File: config.mk
export PLATFORM = sky130hd
export DESIGN_NAME = rbfp_top
export DESIGN_NICKNAME = d
export VERILOG_FILES = /design/src/rtl/rbfp_pos.v /design/src/rtl/rbfp_sync.v /design/src/rtl/rbfp_top.v
export VERILOG_INCLUDE_DIRS = /design/src /design/src/rtl
export SDC_FILE = /design/constraint.sdc
export NUM_CORES = 1
export LEC_CHECK = 0
export ABC_AREA = 1
export BUFFER_PORTS_ARGS = -buffer_cell sky130_fd_sc_hd__buf_4
export CORE_ASPECT_RATIO = 0.5
export CORE_MARGIN = 3
export CORE_UTILIZATION = 55
export DETAILED_ROUTE_END_ITERATION = 10
export PLACE_DENSITY = 0.89
export SETUP_SLACK_MARGIN = 0.5
export SYNTH_ARGS = -nofsm -noshare
export SYNTH_HDL_FRONTEND = slang
export SYNTH_SLANG_ARGS = --single-unit
File: constraint.sdc
create_clock -name clk -period 6.8 [get_ports clk]
set_clock_uncertainty 0.1 [all_clocks]
set_input_delay 0.34 -clock clk [delete_from_list [all_inputs] [get_ports clk]]
set_output_delay 0.34 -clock clk [all_outputs]
set_load 0.02 [all_outputs]
File: src/rtl/rbfp_defs.vh
// constants for the receive backplane frame pulse selector
`ifndef RBFP_DEFS_VH
`define RBFP_DEFS_VH

// apb register byte addresses
`define RBFP_ADDR_W 12
`define RBFP_CTRL_ADDR 12'h000
`define RBFP_STAT_ADDR 12'h004

// control register fields
`define RBFP_CTRL_W 8
`define RBFP_CTRL_RESET 8'h20
`define RBFP_C_CRC_SEL 0
`define RBFP_C_SIG_SEL 1
`define RBFP_C_OHM_SEL 2
`define RBFP_C_FE 3
`define RBFP_C_INVERT 4
`define RBFP_C_DIR 5
`define RBFP_C_E1 6
`define RBFP_C_ESF 7

// status register fields
`define RBFP_S_BIT_LSB 0
`define RBFP_S_CRC_LSB 8
`define RBFP_S_SIG_LSB 12
`define RBFP_S_T1F_LSB 16
`define RBFP_S_LEVEL 24
`define RBFP_S_PIN_IN 25

// frame geometry, bit indices count from zero
`define RBFP_E1_LAST_BIT 8'hff
`define RBFP_T1_LAST_BIT 8'hc0
`define RBFP_SF_LAST_FRM 5'h0b
`define RBFP_ESF_LAST_FRM 5'h17
`define RBFP_TS0_LAST_BIT 8'h07
`define RBFP_TS16_FIRST_BIT 8'h80
`define RBFP_TS16_LAST_BIT 8'h87

`endif

File: src/rtl/rbfp_pos.v
// bit, frame and multiframe position counters for the backplane stream
`timescale 1ns/1ps
`include "rbfp_defs.vh"
module rbfp_pos (
    input wire clk,
    input wire rst_n,
    input wire adv,
    input wire e1_mode,
    input wire esf_mode,
    input wire frm_align,
    input wire cmf_align,
    input wire smf_align,
    output reg [7:0] bit_cnt,
    output reg [3:0] crc_frm,
    output reg [3:0] sig_frm,
    output reg [4:0] t1_frm
);
    wire [7:0] last_bit;
    wire [4:0] last_t1;
    wire wrap;

    assign last_bit = e1_mode ? `RBFP_E1_LAST_BIT : `RBFP_T1_LAST_BIT;
    assign last_t1 = esf_mode ? `RBFP_ESF_LAST_FRM : `RBFP_SF_LAST_FRM;
    // a framer alignment forces the next bit to be bit 1 of a frame
    assign wrap = frm_align | (bit_cnt == last_bit);

    always @(posedge clk or negedge rst_n) begin
        if (!rst_n) begin
            bit_cnt <= 8'h00;
            crc_frm <= 4'h0;
            sig_frm <= 4'h0;
            t1_frm <= 5'h00;
        end else if (adv) begin
            if (wrap) begin
                bit_cnt <= 8'h00;
                // 16-frame counters keep running when multiframing is off
                crc_frm <= cmf_align ? 4'h0 : crc_frm + 4'h1;
                sig_frm <= smf_align ? 4'h0 : sig_frm + 4'h1;
                if (smf_align || t1_frm >= last_t1) begin
                    t1_frm <= 5'h00;
                end else begin
                    t1_frm <= t1_frm + 5'h01;
                end
            end else begin
                bit_cnt <= bit_cnt + 8'h01;
            end
        end
    end
endmodule

File: src/rtl/rbfp_sync.v
// two flip-flop synchroniser for asynchronous levels
`timescale 1ns/1ps
module rbfp_sync #(
    parameter WIDTH = 2
) (
    input wire clk,
    input wire rst_n,
    input wire [WIDTH-1:0] async_in,
    output reg [WIDTH-1:0] sync_out
);
    reg [WIDTH-1:0] stage1;

    always @(posedge clk or negedge rst_n) begin
        if (!rst_n) begin
            stage1 <= {WIDTH{1'b0}};
            sync_out <= {WIDTH{1'b0}};
        end else begin
            stage1 <= async_in;
            sync_out <= stage1;
        end
    end
endmodule

File: src/rtl/rbfp_top.v
// receive backplane frame pulse selector with apb control
//
// Behaviour
// - selector bits shape the pulse only while frame pulse direction is output
// - in T1 only the signaling multiframe selector matters
// - T1 signaling selector set: pulse on first framing bit of superframe
// - T1 signaling selector clear: pulse on every framing bit, each 193 bits
// - E1 all selectors clear: one-cycle pulse on bit 1 of each frame
// - E1 crc selector only: pulse at bit 1, frame 1 of crc multiframe
// - E1 signaling selector only: pulse at bit 1, frame 1 of signaling multiframe
// - E1 composite: rise at signaling multiframe start, fall after crc start bit
// - coincident composite alignments give a single one-cycle pulse
// - E1 overhead selector: high across time slots 0 and 16
// - direction 0 drives the pin, direction 1 leaves it as input
// - invert clear gives active high, invert set gives active low
`timescale 1ns/1ps
`include "rbfp_defs.vh"
module rbfp_top (
    input wire clk,
    input wire nrst,
    input wire psel,
    input wire penable,
    input wire pwrite,
    input wire [11:0] paddr,
    input wire [31:0] pwdata,
    output reg [31:0] prdata,
    output reg pready,
    output reg pslverr,
    input wire backplane_clock_pin,
    input wire frm_align,
    input wire cmf_align,
    input wire smf_align,
    input wire backplane_frame_pulse_in,
    output reg backplane_frame_pulse_out,
    output reg backplane_frame_pulse_oe
);
    reg rst_meta;
    reg rst_n;
    reg [`RBFP_CTRL_W-1:0] ctrl;
    reg clk_prev;
    reg frm_pend;
    reg cmf_pend;
    reg smf_pend;
    reg level;
    reg next_level;
    reg cmf_bit1_now;
    wire [1:0] pin_sync;
    wire clk_s;
    wire fp_in_s;
    wire adv;
    wire [7:0] bit_cnt;
    wire [3:0] crc_frm;
    wire [3:0] sig_frm;
    wire [4:0] t1_frm;
    wire [7:0] n_bit;
    wire [3:0] n_crc;
    wire [3:0] n_sig;
    wire [4:0] n_t1;
    wire [7:0] last_bit;
    wire [4:0] last_t1;
    wire n_wrap;
    wire access;
    wire [31:0] status;

    // reset release through two flops
    always @(posedge clk or negedge nrst) begin
        if (!nrst) begin
            rst_meta <= 1'b0;
            rst_n <= 1'b0;
        end else begin
            rst_meta <= 1'b1;
            rst_n <= rst_meta;
        end
    end

    rbfp_sync #(
        .WIDTH(2)
    ) u_sync (
        .clk(clk),
        .rst_n(rst_n),
        .async_in({backplane_frame_pulse_in, backplane_clock_pin}),
        .sync_out(pin_sync)
    );
    assign clk_s = pin_sync[0];
    assign fp_in_s = pin_sync[1];

    // active edge of the backplane clock: rising when fe set, else falling
    always @(posedge clk or negedge rst_n) begin
        if (!rst_n) begin
            clk_prev <= 1'b0;
        end else begin
            clk_prev <= clk_s;
        end
    end
    assign adv = ctrl[`RBFP_C_FE] ? (clk_s & ~clk_prev) : (~clk_s & clk_prev);

    // framer alignment pulses are held until the next active edge
    always @(posedge clk or negedge rst_n) begin
        if (!rst_n) begin
            frm_pend <= 1'b0;
            cmf_pend <= 1'b0;
            smf_pend <= 1'b0;
        end else if (adv) begin
            frm_pend <= frm_align;
            cmf_pend <= cmf_align;
            smf_pend <= smf_align;
        end else begin
            frm_pend <= frm_pend | frm_align;
            cmf_pend <= cmf_pend | cmf_align;
            smf_pend <= smf_pend | smf_align;
        end
    end

    rbfp_pos u_pos (
        .clk(clk),
        .rst_n(rst_n),
        .adv(adv),
        .e1_mode(ctrl[`RBFP_C_E1]),
        .esf_mode(ctrl[`RBFP_C_ESF]),
        .frm_align(frm_pend | frm_align),
        .cmf_align(cmf_pend | cmf_align),
        .smf_align(smf_pend | smf_align),
        .bit_cnt(bit_cnt),
        .crc_frm(crc_frm),
        .sig_frm(sig_frm),
        .t1_frm(t1_frm)
    );

    // position the counters will hold after this active edge
    assign last_bit = ctrl[`RBFP_C_E1] ? `RBFP_E1_LAST_BIT : `RBFP_T1_LAST_BIT;
    assign last_t1 = ctrl[`RBFP_C_ESF] ? `RBFP_ESF_LAST_FRM : `RBFP_SF_LAST_FRM;
    assign n_wrap = frm_pend | frm_align | (bit_cnt == last_bit);
    assign n_bit = n_wrap ? 8'h00 : bit_cnt + 8'h01;
    assign n_crc = !n_wrap ? crc_frm : ((cmf_pend | cmf_align) ? 4'h0 : crc_frm + 4'h1);
    assign n_sig = !n_wrap ? sig_frm : ((smf_pend | smf_align) ? 4'h0 : sig_frm + 4'h1);
    assign n_t1 = !n_wrap ? t1_frm :
        (((smf_pend | smf_align) || t1_frm >= last_t1) ? 5'h00 : t1_frm + 5'h01);

    // pulse level for the new position
    always @* begin
        next_level = level;
        if (!ctrl[`RBFP_C_E1]) begin
            // overhead and crc selectors are not looked at in T1
            if (ctrl[`RBFP_C_SIG_SEL]) begin
                next_level = (n_bit == 8'h00) && (n_t1 == 5'h00);
            end else begin
                next_level = (n_bit == 8'h00);
            end
        end else if (ctrl[`RBFP_C_OHM_SEL]) begin
            next_level = (n_bit <= `RBFP_TS0_LAST_BIT) ||
                ((n_bit >= `RBFP_TS16_FIRST_BIT) && (n_bit <= `RBFP_TS16_LAST_BIT));
        end else begin
            case ({ctrl[`RBFP_C_SIG_SEL], ctrl[`RBFP_C_CRC_SEL]})
                2'b00: begin
                    next_level = (n_bit == 8'h00);
                end
                2'b01: begin
                    next_level = (n_bit == 8'h00) && (n_crc == 4'h0);
                end
                2'b10: begin
                    next_level = (n_bit == 8'h00) && (n_sig == 4'h0);
                end
                2'b11: begin
                    // rise wins; the fall comes one edge after the crc start bit
                    if ((n_bit == 8'h00) && (n_sig == 4'h0)) begin
                        next_level = 1'b1;
                    end else if (cmf_bit1_now) begin
                        next_level = 1'b0;
                    end else begin
                        next_level = level;
                    end
                end
                default: begin
                    next_level = 1'b0;
                end
            endcase
        end
    end

    always @(posedge clk or negedge rst_n) begin
        if (!rst_n) begin
            level <= 1'b0;
            cmf_bit1_now <= 1'b0;
        end else if (adv) begin
            level <= next_level;
            cmf_bit1_now <= (n_bit == 8'h00) && (n_crc == 4'h0);
        end
    end

    // pin drive: selectors only reach the pin in master direction
    always @(posedge clk or negedge rst_n) begin
        if (!rst_n) begin
            backplane_frame_pulse_oe <= 1'b0;
            backplane_frame_pulse_out <= 1'b0;
        end else begin
            backplane_frame_pulse_oe <= ~ctrl[`RBFP_C_DIR];
            if (ctrl[`RBFP_C_DIR]) begin
                backplane_frame_pulse_out <= 1'b0;
            end else begin
                backplane_frame_pulse_out <= level ^ ctrl[`RBFP_C_INVERT];
            end
        end
    end

    // apb slave: pready rises in the access phase, one wait-free cycle
    assign access = psel & penable & pready;
    assign status = {6'h00,
        fp_in_s ^ ctrl[`RBFP_C_INVERT],
        level,
        3'h0, t1_frm,
        sig_frm,
        crc_frm,
        bit_cnt};

    always @(posedge clk or negedge rst_n) begin
        if (!rst_n) begin
            ctrl <= `RBFP_CTRL_RESET;
            pready <= 1'b0;
            pslverr <= 1'b0;
            prdata <= 32'h00000000;
        end else begin
            pready <= psel & ~penable;
            if (psel & ~penable) begin
                pslverr <= (paddr != `RBFP_CTRL_ADDR) && (paddr != `RBFP_STAT_ADDR);
                if (paddr == `RBFP_CTRL_ADDR) begin
                    prdata <= {24'h000000, ctrl};
                end else if (paddr == `RBFP_STAT_ADDR) begin
                    prdata <= status;
                end else begin
                    prdata <= 32'h00000000;
                end
            end else begin
                pslverr <= 1'b0;
            end
            if (access && pwrite && (paddr == `RBFP_CTRL_ADDR)) begin
                ctrl <= pwdata[`RBFP_CTRL_W-1:0];
            end
        end
    end
endmodule

==> results.md <==
- Endpoints failing setup: 0
- Final net count: 549
- Initial DRC Count: 426
- Mapped Cells: 430
- Power, Total: 0.00106 W
- Kind of critical path: reg -> reg
- Max Buffers Root-to-Sink: 2
- IO Count: 90
- CTS tree: yes
- DRC viols: 1
- Die area: 7410 sq um
- Layout fillers: 411
- ANT cells: 0
- Worst IR Drop VDD: 132 uV
- Global-route wire length before repair: 15,300 um
- CTS H-tree lvls: 3
- Pre-CTS setup slack: 4.48 ns
- Final Hold Vio Count: 0
- Clk root buf: clkbuf_16
- Ys Warns: 0
- Detailed Route WL: 9000 um
- Min cycle time layout: 2.44 ns
- PortBufs: 56
- Post-synth EDFFs: 0
- Critical Path Fanout Max: 14
- GP Congestion: 0.875
- RSZ-0062 raised after global routing: false
- Routed WL per cell: 15.6 um
- Min-Delay Path Class: in -> reg
- Die Ht: 62.4 um
- Final setup margin: 4.36 ns
- Clock sink total: 68
- Hold_ws: 0.0185 ns
- Area overhead of the layout relative to synthesis: 23.1%
- CP endpoint kind: flop
- Initial antenna violation count: 0
- Skew-Pair Late Insertion Delay: 0.33 ns
- Worst rel slew slack: 39.8%
- Clock Pin Slew Worst Setup and Hold Paths: 0.06 ns
- Cell Area, Synth: 3500 sq um
- Die X: 119 um
- GRT Overall Usage: 25.6%
- Share of the yosys chip area belonging to registers: 48.7%
- Most used DFF post-synth: dfrtp_1
- Worst-margin pin slew: 0.902 ns
- Synth unique cells: 38
- Power Density: 247 nW/um^2
- MaxCap Viol Count: 0
- Initial Utilization: 60.3%
- Total grt overflow: 0
- Post-Syn Area per Cell: 8.14 sq um
- ANT nets after route: 0
- Flops & latches, synth: 68
- DR pass1 iterations: 10
- CP Launch Type: flop
- CTS Buf Count: 9
- Failing checks: design-rule violations
- Hpwl dp: 5710 um
- Drt via density: 5.62
- Row count: 19
- Fin. max-slew vios: 0
- Via count: 3,240
- Peak Freq: 410 MHz
- Worst EP arrival: 2.60 ns
- Asr flop ratio synth: 100%
- Layout cells sized above 1: 19.5%
- Vias in the first global route: 3,137
- TNS Setup: 0 ns
- Leak: 2.16 nW
- CP required: 6.96 ns
- Tcrit/Tclk final: 35.9%
- Outcome: finished, violations left
- Largest net degree at the start of global routing: 67
- Core area: 5800 sq um
## worst max-delay path, stage by stage, from the launching register on
cell and delay, ns:
dfrtp_1 0.50, nor2_1 0.08, nor2_1 0.18, nor2_4 0.08
a21boi_2 0.53, o21ai_0 0.22, nand2_1 0.13, nor2_2 0.07
nand3_1 0.08, nand3_1 0.10, nand2_1 0.10, nor2_1 0.06
a21oi_2 0.13
## where the power goes
part	internal [W]	total (W)	switching (W)
combinational	0.0000333	0.0000916	0.0000582
clock	0.000368	0.000542	0.000174
sequential	0.000420	0.000430	0.0000106
## sequential cells by signal, summed over array words and instances (netlist names), 2 cells and up
signal           cells
u_pos.bit_cnt        8
u_pos.sig_frm        4
u_pos.crc_frm        4
prdata              23
u_sync.stage1        2
ctrl                 8
u_sync.sync_out      2
u_pos.t1_frm         5
## layout by cell type (no fill, tap or decap), drive strengths merged, types with 3 or more instances in the layout
cell and instances:
ha 7, nand2 101, buf 59, inv 45, nand3 33, nor2 62
a221oi 7, a21oi 15, xor2 6, conb 10, o21ai 43, bufinv 3
nor4 3, clkbuf 10, dfrtp 67, nor3 4, nand4 3
## routing by layer
| layer | part of all wire [%] | GRT usage [%] | wire, um |
|---|---|---|---|
| met5 | 0 | 0 | 0 |
| met4 | 2.7 | 8.95 | 241 |
| met3 | 8.9 | 6.33 | 800 |
| met2 | 47 | 40.4 | 4210 |
| met1 | 42 | 34.7 | 3760 |
## final timing paths
check,cells past startpoint,end,start,slack (ns)
max reg2reg,12,level,u_pos.bit_cnt[4],4.36
min,1,u_sync.stage1[0],backplane_clock_pin,0.02
max,12,level,u_pos.bit_cnt[4],4.36
min reg2reg,0,u_sync.sync_out[0],u_sync.stage1[0],0.25
min in group asynchronous,2,rst_meta,nrst,0.22
max in group asynchronous,1,prdata[0],rst_n,5.71
## synthesized netlist by cell type (all sizes together), types with 4 or more instances
master,count,share of area [%]
nand3,33,4.9
inv,45,4.8
clkbuf,8,0.89
nand2,101,12
dfrtp,67,48
nor3,4,0.89
a221oi,7,1.8
o21ai,43,6.2
buf,13,2.9
ha,7,2.5
xor2,6,1.5
nor2,62,7.3
a21oi,15,2.3
## cell families (layout without fill, tap and decap cells)
| logic type | Yosys count | count (layout) | share of synthesized area, % |
|---|---|---|---|
| flops | 68 | 68 | 48.7 |
| other cells | 2 | 10 | 0.215 |
| simple gates | 210 | 210 | 26.8 |
| mux | 1 | 1 | 0.322 |
| fa+ha+maj | 7 | 7 | 2.50 |
| buf+inv | 66 | 121 | 8.58 |
| xor+xnor | 8 | 8 | 2.00 |
| compound gates | 68 | 68 | 10.9 |
## metrics by stage
step,instance area [sq um],std cells,util [%]
after floorplan,3530,438,-
after global routing,4310,577,74.2
after CTS,4310,577,74.2
after detailed placement,3950,560,68.0
after global placement,3950,560,68.0
final,4310,577,74.2
## layout make-up
class	count	area, sq um	share of cell area [%]
inverters	45	169	3.92
multi-input cells	304	1530	35.4
flip-flops and latches	68	1700	39.6
well taps	84	105	2.44
clock inverters	6	111	2.59
repair buffers	60	453	10.5
clock buffers	10	239	5.55
## repair_timing
| action | in CTS | in global routing |
|---|---|---|
| gates resized for setup | 0 | 0 |
| buffers inserted | 0 | 0 |
| hold buffers | 1 | 0 |
| hold endpoints to repair | 2 | 0 |
Power figures use the tool's default switching activity.
